<file path="src/sacc_pkg.sv">
// Constants for the successive-approximation conversion control block
package sacc_pkg;
    // ==========================================================
    // Sizes
    localparam int unsigned DATA_W       = 8;
    localparam int unsigned STEP_COUNT   = 8;
    localparam int unsigned SHIFT_W      = STEP_COUNT + 1;
    // ==========================================================
    // Timing
    localparam int unsigned CLK_HZ       = 40_000_000;
    localparam int unsigned CONV_CLOCKS  = 64;
    // Internal phases run at half the external rate, so one step spans
    // several phase periods of two external clocks each
    localparam int unsigned PHASE_DIV    = 2;
    localparam int unsigned STEP_CLOCKS  = CONV_CLOCKS / STEP_COUNT;
    localparam int unsigned PHASES_STEP  = STEP_CLOCKS / PHASE_DIV;
    localparam int unsigned SET_HOLD_CLK = 8;
    localparam int unsigned PHASE_W      = 3;
    localparam int unsigned HOLD_W       = 4;
    localparam logic [PHASE_W-1:0] PHASE_LAST =
        PHASE_W'(STEP_CLOCKS - 1);
    localparam logic [HOLD_W-1:0]  HOLD_LOAD  = HOLD_W'(SET_HOLD_CLK);
    // ==========================================================
    // Codes and reset values
    localparam logic [DATA_W-1:0]  FULL_SCALE = 8'hFF;
    localparam logic [DATA_W-1:0]  ZERO_CODE  = 8'h00;
    localparam logic [SHIFT_W-1:0] SHIFT_RST  = 9'h000;
    localparam logic [SHIFT_W-1:0] SHIFT_INJ  = 9'h001;
    localparam logic [PHASE_W-1:0] PHASE_RST  = 3'h0;
    localparam logic [HOLD_W-1:0]  HOLD_RST   = 4'h0;
    localparam logic [DATA_W-1:0]  TRIAL_RST  = 8'h80;
endpackage

</file>
<file path="src/sacc_conversion_control.sv">
// Conversion sequencing, approximation search, result latch and done flag
`timescale 1ns/1ps

// Behaviour
// - Search MSB first, eight comparisons spread over sixty-four clocks.
// - Load straight binary result into output latch, then drop done flag.
// - A new start aborts any running conversion and restarts sequencing.
// - Done output wired to start input with select low gives free running.
// - Falling start strobe clears approximation register and shift register.
// - Held reset while select and start low; begin 1 to 8 clocks after.
// - Select and start low set start flop, clearing shifter and done flop.
// - Start flop clears only at phase tick once set condition is gone.
// - Token leaving the shift register moves the result into output latch.
// - End detect sets done flop; done pin shows its inverse.
// - Internal phases run at half the external clock rate.
// - Done flop set drive stays active eight external clocks.
// - Set overrides a read clear that is held low continuously.
// - In free running, done low restarts and ends the done pulse quickly.
// - Select and read low clear done flop and drive all eight data bits.
// - Select, read and start strobe inputs are active low.
module sacc_conversion_control (
    input  wire logic                       CLK_SYS,
    input  wire logic                       RESET,
    input  wire logic                       CS_N,
    input  wire logic                       RD_N,
    input  wire logic                       WR_N,
    input  wire logic                       COMP_IN,
    output logic [sacc_pkg::DATA_W-1:0]     TRIAL_CODE,
    output logic [sacc_pkg::DATA_W-1:0]     DATA_OUT,
    output logic                            DATA_OE,
    output logic                            CONVERSION_DONE_N,
    output logic                            BUSY
);

    // ==========================================================
    // State
    typedef struct packed {
        logic [sacc_pkg::PHASE_W-1:0] phase;
        logic                         clk_phase;
        logic                         wr_n_prev;
        logic                         start;
        logic                         shift_entry_flop;
        logic [sacc_pkg::SHIFT_W-1:0] shifter;
        logic [sacc_pkg::DATA_W-1:0]  approximation_register;
        logic [sacc_pkg::DATA_W-1:0]  out_latch;
        logic [sacc_pkg::DATA_W-1:0]  trial;
        logic [sacc_pkg::HOLD_W-1:0]  set_hold;
        logic                         done;
        logic                         busy;
    } sacc_state_t;

    sacc_state_t st_q;
    sacc_state_t st_d;

    // ==========================================================
    // Per-bit decision
    logic [sacc_pkg::DATA_W-1:0] bit_test;
    logic [sacc_pkg::DATA_W-1:0] search_next;
    logic [sacc_pkg::DATA_W-1:0] trial_next;
    logic [sacc_pkg::SHIFT_W-1:0] shift_next;

    // Shifter position i tests bit DATA_W-1-i, so the MSB goes first
    genvar gi;
    generate
        for (gi = 0; gi < sacc_pkg::DATA_W; gi++) begin : g_bit
            assign bit_test[sacc_pkg::DATA_W-1-gi] = st_q.shifter[gi];
            assign search_next[sacc_pkg::DATA_W-1-gi] =
                st_q.shifter[gi] ? COMP_IN
                                 : st_q.approximation_register[sacc_pkg::DATA_W-1-gi];
            assign trial_next[sacc_pkg::DATA_W-1-gi] =
                shift_next[gi] | search_next[sacc_pkg::DATA_W-1-gi];
        end
    endgenerate

    // ==========================================================
    // Sequencing
    logic set_cond;
    logic read_cond;
    logic step_tick;
    logic wr_fall;
    logic start_release;

    always_comb begin
        set_cond      = ~CS_N & ~WR_N;
        read_cond     = ~CS_N & ~RD_N;
        step_tick     = st_q.clk_phase & (st_q.phase == sacc_pkg::PHASE_LAST);
        wr_fall       = st_q.wr_n_prev & ~WR_N;
        start_release = st_q.start & step_tick & st_q.shift_entry_flop & ~set_cond;
        if (start_release) begin
            shift_next = sacc_pkg::SHIFT_INJ;
        end else if (step_tick && !st_q.shifter[sacc_pkg::SHIFT_W-1]) begin
            shift_next = {st_q.shifter[sacc_pkg::SHIFT_W-2:0], 1'b0};
        end else begin
            shift_next = st_q.shifter;
        end
    end

    always_comb begin
        st_d           = st_q;
        st_d.wr_n_prev = WR_N;
        // Free-running divider; the half-rate phase follows its low bit
        st_d.phase     = st_q.phase + 3'h1;
        st_d.clk_phase = ~st_q.clk_phase;

        // Start flop: set by level, cleared only on a phase tick
        if (set_cond) begin
            st_d.start = 1'b1;
        end else if (start_release) begin
            st_d.start = 1'b0;
        end

        // Entry flop takes the one offered by the start flop at once, so a
        // one-cycle strobe still begins on the first tick after it ends
        if (start_release) begin
            st_d.shift_entry_flop = 1'b0;
        end else if (st_q.start || set_cond) begin
            st_d.shift_entry_flop = 1'b1;
        end

        if (st_q.start || set_cond || wr_fall) begin
            // Held reset; a new start also aborts a running search
            st_d.shifter                = sacc_pkg::SHIFT_RST;
            st_d.approximation_register = sacc_pkg::ZERO_CODE;
            st_d.trial                  = sacc_pkg::TRIAL_RST;
            st_d.busy                   = st_q.start | set_cond;
            if (start_release) begin
                st_d.shifter = sacc_pkg::SHIFT_INJ;
                st_d.busy    = 1'b1;
            end
        end else if (st_q.shifter[sacc_pkg::SHIFT_W-1]) begin
            // Token out of the end: transfer the word, start the set drive
            st_d.out_latch = st_q.approximation_register;
            st_d.set_hold  = sacc_pkg::HOLD_LOAD;
            st_d.shifter   = sacc_pkg::SHIFT_RST;
            st_d.busy      = 1'b0;
        end else if (step_tick && (bit_test != sacc_pkg::ZERO_CODE)) begin
            st_d.approximation_register = search_next;
            st_d.shifter                = shift_next;
            st_d.trial                  = trial_next;
        end

        // Set drive counts external clocks; a restart withdraws it
        if (st_q.start || set_cond) begin
            st_d.set_hold = sacc_pkg::HOLD_RST;
        end else if (st_q.set_hold != sacc_pkg::HOLD_RST) begin
            st_d.set_hold = st_q.set_hold - 4'h1;
        end

        // Done flop: set beats the read clear, start clears it
        if (st_q.set_hold != sacc_pkg::HOLD_RST && !st_q.start) begin
            st_d.done = 1'b1;
        end else if (st_q.start || read_cond) begin
            st_d.done = 1'b0;
        end
    end

    always_ff @(posedge CLK_SYS or posedge RESET) begin
        if (RESET) begin
            st_q.phase                  <= sacc_pkg::PHASE_RST;
            st_q.clk_phase              <= 1'b0;
            st_q.wr_n_prev              <= 1'b1;
            st_q.start                  <= 1'b0;
            st_q.shift_entry_flop       <= 1'b0;
            st_q.shifter                <= sacc_pkg::SHIFT_RST;
            st_q.approximation_register <= sacc_pkg::ZERO_CODE;
            st_q.out_latch              <= sacc_pkg::ZERO_CODE;
            st_q.trial                  <= sacc_pkg::TRIAL_RST;
            st_q.set_hold               <= sacc_pkg::HOLD_RST;
            st_q.done                   <= 1'b0;
            st_q.busy                   <= 1'b0;
        end else begin
            st_q <= st_d;
        end
    end

    // ==========================================================
    // Outputs
    // Enable is a plain gate of the strobes so the bus releases at once
    assign DATA_OE           = ~CS_N & ~RD_N;
    assign DATA_OUT          = st_q.out_latch;
    assign CONVERSION_DONE_N = ~st_q.done;
    assign TRIAL_CODE        = st_q.trial;
    assign BUSY              = st_q.busy;

endmodule

</file>
<file path="config.mk">
export PLATFORM = sky130hd
export DESIGN_NAME = sacc_conversion_control
export DESIGN_NICKNAME = d
export VERILOG_FILES = /design/src/sacc_pkg.sv /design/src/sacc_conversion_control.sv
export SDC_FILE = /design/constraint.sdc
export NUM_CORES = 1
export LEC_CHECK = 0
export ABC_CLOCK_PERIOD_IN_PS = 2000
export BUFFER_PORTS_ARGS = -buffer_cell sky130_fd_sc_hd__buf_2
export CAP_MARGIN = 20
export CORE_MARGIN = 3
export CORE_UTILIZATION = 40
export DETAILED_ROUTE_END_ITERATION = 8
export GPL_ROUTABILITY_DRIVEN = 0
export PLACE_DENSITY_LB_ADDON = 0.1
export SLEW_MARGIN = 20
export SYNTH_ARGS = -nofsm -noshare
export SYNTH_HDL_FRONTEND = slang
export SYNTH_SLANG_ARGS = --single-unit
</file>
<file path="constraint.sdc">
create_clock -name CLK_SYS -period 2 [get_ports CLK_SYS]
set_input_delay 0.4 -clock CLK_SYS [delete_from_list [all_inputs] [get_ports CLK_SYS]]
set_output_delay 0.4 -clock CLK_SYS [all_outputs]
set_load 0.1 [all_outputs]
</file>
==> results of run 1 <==
[sequential cells by signal (all words and copies together) (netlist names)]
register / flops
bit_test: 8
BUSY: 1
TRIAL_CODE: 8
DATA_OUT: 8
st_q: 21
[synth_stat cells (2+ instances only)]
master    number
mux2_2         8
nand2_1       15
buf_6          2
buf_2          3
nor3_1         2
a32o_1        15
o211ai_1       2
a2bb2o_1       6
inv_1         11
or3_1          6
nor2_1        17
nor4_1         2
buf_4         16
ha_1           4
dfrtp_1       44
dfstp_2        2
nand2_2        2
o21ai_0        4
a21oi_1        4
[power groups by stage]
stage | registers [mW] | clock network [mW] | logic, mW
2_1_floorplan | 0.984 | 0 | 0.0795
3_3_place_gp | 0.969 | 0 | 0.136
3_5_place_dp | 0.969 | 0 | 0.137
4_1_cts | 0.951 | 0.594 | 0.137
5_1_grt | 0.953 | 0.634 | 0.147
6_report | 0.951 | 0.565 | 0.134
[worst max-delay path, delay by kind of cell (launching register included)]
kind	cells	cell delay, ns
and+or+nand+nor	1	0.29
buffers and inverters	1	0.18
DFF	1	0.39
AOI/OAI and AO/OA	2	0.52
adders and majority gates	2	0.40
[layer usage]
layer,vias up,share of wire (%)
li1,702,-
met3,7,3.1
met2,19,48
met4,0,1.6
met5,-,0
met1,708,47
[logic make-up (layout without fill, tap and decap cells)]
family / after synthesis / after routing / share of synthesized area, %
simple gates: 53 / 53 / 11.9
flops: 46 / 46 / 53.3
compound gates: 42 / 42 / 17.5
buf+inv: 34 / 55 / 10.1
mux: 9 / 9 / 4.62
fa+ha+maj: 4 / 4 / 2.31
xor+xnor: 1 / 1 / 0.405
[final timing paths]
path	from	end	slack, ns	cells past startpoint
setup / recovery	st_q[43]	TRIAL_CODE[6]	0.17	6
hold / removal	RESET	TRIAL_CODE[4]	0.10	2
setup reg to reg	st_q[43]	TRIAL_CODE[6]	0.17	6
hold reg to reg	st_q[43]	st_q[43]	0.43	1
max in group asynchronous	RESET	st_q[41]	1.30	3
min in group CLK_SYS	WR_N	st_q[41]	0.24	1
[cell type report]
| cell class | count | share of cell area, % |
|---|---|---|
| Inverter | 11 | 1.73 |
| Tap cell | 70 | 3.66 |
| Clock inverter | 3 | 0.889 |
| Multi-Input combinational cell | 109 | 33.3 |
| Sequential cell | 46 | 48.2 |
| Clock buffer | 5 | 2.88 |
| Timing Repair Buffer | 36 | 9.31 |
[through the flow]
step           area (um^2)  setup slack [ns]  power [mW]  util [%]  hold slack, ns
2_1_floorplan         2170             0.171        1.06         -           0.401
3_3_place_gp          2300             0.145        1.11      44.5           0.414
3_5_place_dp          2300            0.0523        1.11      44.5           0.420
4_1_cts               2390            0.0426        1.68      46.2           0.110
5_1_grt               2390            0.0397        1.73      46.3           0.122
6_report              2390             0.173        1.65      46.3           0.104
==> flow_summary_export.csv, run 1 <==
group,metric,value,unit
run_status,outcome,"finished clean",
sta,hold_viol,0,
power_and_ir_drop,p_seq_share,57.6,%
final_layout,instances_no_fill,280,
global_routing,grt_max_degree,30,
sta,fin_skew,0.00583,ns
routing,vias,1436,
final_layout,num_antenna_cells,0,
floorplanning,die_area,6330,um^2
floorplanning,fp-row-count,26,
run,max_cap_viol_count,0,
setup_path,crit_top_cell,"ha_1",
global_routing,grt_use_met3,3.72,%
clocking,cts.clk_slew.worst_paths,0.09,ns
final_layout,filler_cell_count,490,
setup_path,critPathSlowestCell,"dfrtp_1",
yosys,synth-main-ff-cell,"dfrtp_1",
routing,drc,0,
global_routing,grt_pass1_wl,7.45,mm
setup_path,crit_chain,"ha_1, ha_1, and3b_2, buf_4, o311ai_1, a22o_1",
floorplanning,ios,25,
routing,wl,4.30,mm
yosys,ys_async_sr_fraction,100,%
sta,max_slew_margin,55.2,%
floorplanning,start_util,41.8,%
sta,finalCriticalPeriod,1.83,ns
routing,via_per_inst,5.13,
global_routing,grt.total_usage,15.4,%
floorplanning,core,5170,um^2
setup_path,worst_setup_path_end_kind,"register",
clocking,cts_buffers,5,
yosys,yosysSeqAreaShare,53.3,%
yosys,synthCells,189,
global_routing,grt_pass1_vias,1496,
power_and_ir_drop,ir_worst_vdd,285,uV
yosys,synth_seq_cells,46,
clocking,postCtsSetupBuffers,0,
sta,finalCritPeriodShare,91.4,%
yosys,yosysWarnings,0,
clocking,root_buffer,"clkbuf_8",
yosys,synth_area_leaders,"dfrtp_1, a32o_1, buf_4",
power_and_ir_drop,clockPowerShare,34.2,%
clocking,hold_buffers,0,
final_layout,final_cell_mix,"dfrtp_1, buf_2, nor2_1",
sta,tightest_slew,0.667,ns
final_layout,drive_above_1_share,30.0,%
yosys,synth_nets,199,
clocking,clock_sinks,46,
clocking,clk_path_buf_depth,2,
global_routing,gr-max-usage-layer,"met2",
global_routing,use_met1,20.3,%
setup_path,start_kind,"register",
global_routing,grtUsageMet2,24.5,%
global_routing,overflow,0,
clocking,cts_htree_levels,2,
hold_path,min_path_type,"input pin to asynchronous set/reset pin",
setup_path,crit_type,"register to register",
floorplanning,die_y,79.6,um
sta,finalSetupViolations,0,
clocking,clock_latency,0.30,ns
setup_path,critPathArrivalTime,2.07,ns
final_layout,syn2layout_area_growth,10.5,%
yosys,yosysTopAreaCell,"dfrtp_1",
final_layout,final_common_cell,"dfrtp_1",
sta,slew_viol_final,0,
routing,ant_nets,0,
yosys,ys_types,43,
final_layout,seq_area,1150,um^2
placed_design,numPortBuffers,24,
yosys,synth_area,2160,um^2
final_layout,multi_input_area,797,um^2
routing,dr.pass1.iters,6,
routing,wl_per_cell,15.4,um
power_and_ir_drop,power_frac_comb,8.1,%
floorplanning,die_w,79.6,um
power_and_ir_drop,p_leak,1.21,nW
sta,clock.fmax,547,MHz
placed_design,place_inst,272,
global_routing,antenna_found_initial,0,
setup_path,critical_path.max_fanout,10,
yosys,synth_edf_count,0,
setup_path,critPathMaxStageDelay,0.39,ns
clocking,cts_tree,"built",
power_and_ir_drop,powerDensity,690,nW/um^2
yosys,synth_top_area_share,50.9,%
power_and_ir_drop,netSwitchingFraction,25.8,%
final_layout,nets,219,
yosys,synth.avg_cell_area,11.5,um^2
power_and_ir_drop,p_sw,426,uW
power_and_ir_drop,p_int,1.22,mW
sta,grt_setup_unrepaired,"false",
placed_design,dpl.hpwl,3.07,mm
clocking,cts-resized-gates,0,
setup_path,required,2.24,ns
routing,drt_iter0_drc,67,
sta,setup_tns,0,ns
(Power assumes the default switching activity.)
==> run 2: changes to the inputs <==
--- a/config.mk
+++ b/config.mk
@@ -7,9 +7,9 @@
 export LEC_CHECK = 0
 export ABC_CLOCK_PERIOD_IN_PS = 2000
-export BUFFER_PORTS_ARGS = -buffer_cell sky130_fd_sc_hd__buf_2
 export CAP_MARGIN = 20
 export CORE_MARGIN = 3
 export CORE_UTILIZATION = 40
 export DETAILED_ROUTE_END_ITERATION = 8
+export DONT_BUFFER_PORTS = 1
 export GPL_ROUTABILITY_DRIVEN = 0
 export PLACE_DENSITY_LB_ADDON = 0.1
==> constraint.sdc (replaced) <==
create_clock -name CLK_SYS -period 2 [get_ports CLK_SYS]
set_input_delay 0.1 -clock CLK_SYS [delete_from_list [all_inputs] [get_ports CLK_SYS]]
set_output_delay 0.1 -clock CLK_SYS [all_outputs]
set_load 0.1 [all_outputs]
==> flow_summary_export.csv, run 2 (synthesis results as in run 1) <==
group,metric,value,unit
final_layout,drive_above_1_share,28.2,%
power_and_ir_drop,clockPowerShare,35.6,%
sta,hold_viol,0,
routing,ant_nets,0,
clocking,cts_tree,"built",
sta,finalCriticalPeriod,1.80,ns
setup_path,critPathArrivalTime,1.99,ns
routing,drt_iter0_drc,70,
routing,vias,1449,
floorplanning,die_area,6330,um^2
clocking,clock_sinks,46,
final_layout,syn2layout_area_growth,11.8,%
power_and_ir_drop,powerDensity,691,nW/um^2
sta,finalCritPeriodShare,90.2,%
floorplanning,start_util,41.8,%
setup_path,worst_setup_path_end_kind,"register",
sta,tightest_slew,0.573,ns
placed_design,numPortBuffers,0,
setup_path,required,2.19,ns
sta,finalSetupViolations,0,
final_layout,instances_no_fill,276,
power_and_ir_drop,p_seq_share,56.7,%
floorplanning,fp-row-count,26,
global_routing,antenna_found_initial,0,
placed_design,dpl.hpwl,2.91,mm
global_routing,overflow,0,
sta,grt_setup_unrepaired,"false",
final_layout,seq_area,1150,um^2
sta,setup_tns,0,ns
final_layout,multi_input_area,797,um^2
final_layout,nets,215,
clocking,cts_htree_levels,2,
setup_path,crit_type,"register to register",
power_and_ir_drop,ir_worst_vdd,325,uV
power_and_ir_drop,p_leak,1.20,nW
power_and_ir_drop,p_sw,417,uW
final_layout,num_antenna_cells,0,
final_layout,final_cell_mix,"dfrtp_1, buf_4, nor2_1",
power_and_ir_drop,netSwitchingFraction,24.9,%
routing,wl,4.18,mm
routing,via_per_inst,5.25,
sta,fin_skew,0.00847,ns
floorplanning,die_y,79.6,um
run,max_cap_viol_count,0,
power_and_ir_drop,power_frac_comb,7.7,%
hold_path,min_path_type,"input pin to register",
global_routing,grt_pass1_wl,7.29,mm
clocking,cts.clk_slew.worst_paths,0.08,ns
floorplanning,die_w,79.6,um
clocking,root_buffer,"clkbuf_8",
setup_path,start_kind,"register",
power_and_ir_drop,p_int,1.26,mW
routing,dr.pass1.iters,4,
placed_design,place_inst,266,
run_status,outcome,"finished clean",
routing,wl_per_cell,15.1,um
floorplanning,core,5170,um^2
clocking,cts_buffers,5,
final_layout,largest-register,"st_q",
final_layout,final_common_cell,"dfrtp_1",
final_layout,largest_register_ffs,21,
sta,clock.fmax,554,MHz
global_routing,grt_max_degree,47,
setup_path,critical_path.max_fanout,12,
sta,max_slew_margin,61.8,%
clocking,clock_latency,0.30,ns
clocking,clk_path_buf_depth,2,
routing,drc,0,
sta,slew_viol_final,0,
clocking,postCtsSetupBuffers,0,
global_routing,grt.total_usage,15.0,%
floorplanning,ios,25,
final_layout,filler_cell_count,502,
global_routing,grt_pass1_vias,1466,
==> run 2: repair_timing <==
action                                 CTS  global route
setup endpoints to repair                0            16
endpoints found under the hold margin   45             0
gates resized for setup                  0             2
hold buffers                             2             0
==> run 2: final timing paths <==
check	startpoint	endpoint	slack (ns)	depth (start not counted)
hold / removal	RD_N	st_q[1]	0.04	2
hold reg to reg	st_q[43]	st_q[43]	0.43	1
min in group asynchronous	RESET	DATA_OUT[7]	0.39	3
setup / recovery	st_q[43]	TRIAL_CODE[0]	0.20	5
setup reg to reg	st_q[43]	TRIAL_CODE[0]	0.20	5
max in group asynchronous	RESET	bit_test[0]	1.21	3
==> run 2: critical path, cell delays in order, from the launching register on <==
cell and delay, ns:
dfrtp_1 0.39, ha_1 0.20, ha_1 0.19, and3b_2 0.29, and3_1 0.35, a32o_1 0.28
==> run 2: through the flow <==
stage / utilization (%) / cell area, um^2 / power [mW] / hold WS [ns] / worst slack, ns
after floorplan: - / 2160 / 1.06 / 0.104 / 0.171
after global placement: 44.5 / 2300 / 1.09 / 0.105 / 0.0961
after global routing: 46.8 / 2420 / 1.75 / 0.0310 / 0.0593
after CTS: 46.8 / 2420 / 1.69 / 0.0366 / 0.0270
after detailed placement: 44.5 / 2300 / 1.10 / 0.105 / 0.0396
final: 46.8 / 2420 / 1.67 / 0.0443 / 0.196
==> run 2: layout make-up <==
class / count / area share (%)
flip-flops and latches: 46 / 47.7
multi-input cells: 109 / 32.9
repair buffers: 32 / 10.1
well taps: 70 / 3.62
clock buffers: 6 / 3.41
inverters: 11 / 1.71
clock inverters: 2 / 0.517
==> run 2: per-layer routing <==
layer | track usage, % | vias to the layer above | wire, um
met4 | 4.64 | 0 | 61
met2 | 24.0 | 26 | 2060
li1 | - | 690 | -
met3 | 4.06 | 5 | 142
met5 | 0 | - | 0
met1 | 19.9 | 728 | 1910
==> run 2: power groups by stage <==
stage,Combinational [mW],Sequential [mW],Clock (mW)
after global routing,0.142,0.950,0.659
final,0.129,0.948,0.595
after floorplan,0.0793,0.984,0
after global placement,0.128,0.966,0
after CTS,0.133,0.948,0.613
after detailed placement,0.130,0.967,0
==> run 3: changes to the inputs <==
==> constraint.sdc (replaced) <==
create_clock -name CLK_SYS -period 2 [get_ports CLK_SYS]
set_input_delay 0.2 -clock CLK_SYS [delete_from_list [all_inputs] [get_ports CLK_SYS]]
set_output_delay 0.2 -clock CLK_SYS [all_outputs]
set_load 0.1 [all_outputs]
==> flow_summary_export.csv, run 3 (synthesis results as in run 1) <==
group,metric,value,unit
run_status,outcome,"finished clean",
routing,vias,1458,
sta,max_slew_margin,39.8,%
final_layout,drive_above_1_share,25.1,%
clocking,clock_latency,0.29,ns
floorplanning,die_w,79.6,um
routing,wl_per_cell,15.8,um
sta,finalCritPeriodShare,90.4,%
sta,grt_setup_unrepaired,"false",
global_routing,grt_pass1_wl,7.24,mm
floorplanning,fp-row-count,26,
routing,drc,0,
setup_path,start_kind,"register",
sta,setup_tns,0,ns
power_and_ir_drop,powerDensity,693,nW/um^2
global_routing,grt_max_degree,47,
clocking,cts_tree,"built",
final_layout,filler_cell_count,496,
final_layout,final_common_cell,"dfrtp_1",
sta,fin_skew,0.00954,ns
final_layout,instances_no_fill,269,
routing,via_per_inst,5.42,
setup_path,critical_path.max_fanout,11,
hold_path,min_path_type,"input pin to register",
power_and_ir_drop,p_leak,1.17,nW
placed_design,dpl.hpwl,2.87,mm
floorplanning,ios,25,
sta,hold_slack,0.143,ns
power_and_ir_drop,ir_worst_vdd,329,uV
clocking,root_buffer,"clkbuf_8",
sta,tightest_slew,0.902,ns
floorplanning,die_area,6330,um^2
floorplanning,die_y,79.6,um
clocking,postCtsSetupBuffers,0,
routing,wl_met1,1.96,mm
sta,finalSetupViolations,0,
clocking,cts.clk_slew.worst_paths,0.08,ns
setup_path,required,2.23,ns
sta,hold_viol,0,
global_routing,grt_pass1_vias,1428,
global_routing,overflow,0,
final_layout,largest-register,"st_q",
routing,top_layer,"met4",
floorplanning,core,5170,um^2
routing,drt_iter0_drc,91,
final_layout,num_antenna_cells,0,
placed_design,place_inst,260,
clocking,cts_buffers,5,
clocking,clock_sinks,46,
clocking,cts_htree_levels,2,
sta,clock.fmax,553,MHz
final_layout,final_cell_mix,"dfrtp_1, buf_4, nor2_1",
routing,route.met3.wl,155,um
setup_path,crit_type,"register to register",
routing,wl_met2,2.09,mm
global_routing,antenna_found_initial,0,
floorplanning,start_util,41.8,%
clocking,clk_path_buf_depth,2,
final_layout,syn2layout_area_growth,9.88,%
routing,dr.pass1.iters,6,
final_layout,stdcell_area,2380,um^2
sta,finalCriticalPeriod,1.81,ns
run,max_cap_viol_count,0,
placed_design,numPortBuffers,0,
final_layout,nets,209,
routing,ant_nets,0,
setup_path,worst_setup_path_end_kind,"register",
routing,wl,4.24,mm
final_layout,largest_register_ffs,21,
placed_design,placed_area,2270,um^2
global_routing,grt.total_usage,15.0,%
sta,slew_viol_final,0,
setup_path,critPathArrivalTime,2.04,ns
-- run 3: cell count changes in the layout (fill, tap and decap cells not counted) --
cell / before / now
buf_4: 30 / 23
clkinvlp_4: 1 / 0
o311ai_0: 0 / 1
clkinv_2: 1 / 0
o311ai_1: 1 / 0
buf_12: 0 / 1
clkbuf_1: 0 / 1
-- run 3: cell type report --
type | instances | area, um^2 | area share (%)
sequential | 46 | 1150 | 48.5
multi-input combinational | 109 | 797 | 33.5
timing repair buffer | 26 | 213 | 8.94
tap | 70 | 87.6 | 3.68
clock buffer | 7 | 86.3 | 3.63
inverter | 11 | 41.3 | 1.74
-- run 3: final timing paths --
check	start	end	slack, ns	cells past startpoint
min in group asynchronous	RESET	TRIAL_CODE[6]	0.39	3
max	st_q[43]	TRIAL_CODE[6]	0.19	6
max in group asynchronous	RESET	st_q[41]	1.33	3
min	RD_N	st_q[1]	0.14	2
max reg2reg	st_q[43]	TRIAL_CODE[6]	0.19	6
min reg2reg	st_q[43]	st_q[43]	0.43	1
-- run 3: metrics by stage --
stage          total power [mW]  utilization, %  setup WS [ns]
2_1_floorplan              1.06               -          0.171
3_3_place_gp               1.10            43.9          0.112
3_5_place_dp               1.10            43.9         0.0973
4_1_cts                    1.69            46.0         0.0864
5_1_grt                    1.73            46.0         0.0490
6_report                   1.65            46.0          0.192
-- run 3: routing by layer --
layer	vias up	track usage, %
li1	679	-
met1	745	20.4
met2	30	23.5
met3	4	3.84
met4	0	4.64
met5	-	0
-- run 3: worst max-delay path: stages, from the launching register on --
cell and delay (ns):
dfrtp_1 0.39, ha_1 0.20, ha_1 0.18, and3b_2 0.29
buf_4 0.18, o311ai_0 0.32, a22o_1 0.19
-- run 3: what timing repair did --
action	4_1_cts	5_1_grt
hold endpoints to repair	45	0
resized for setup	0	1
setup endpoints to repair	0	11
hold buffers	2	0
-- run 3: report_power, final --
part / leakage [nW] / total (mW) / switching (mW) / internal [mW]
Sequential: 0.617 / 0.948 / 0.00778 / 0.940
Clock: 0.0443 / 0.563 / 0.289 / 0.274
Combinational: 0.506 / 0.137 / 0.0947 / 0.0427
Total: 1.17 / 1.65 / 0.391 / 1.26
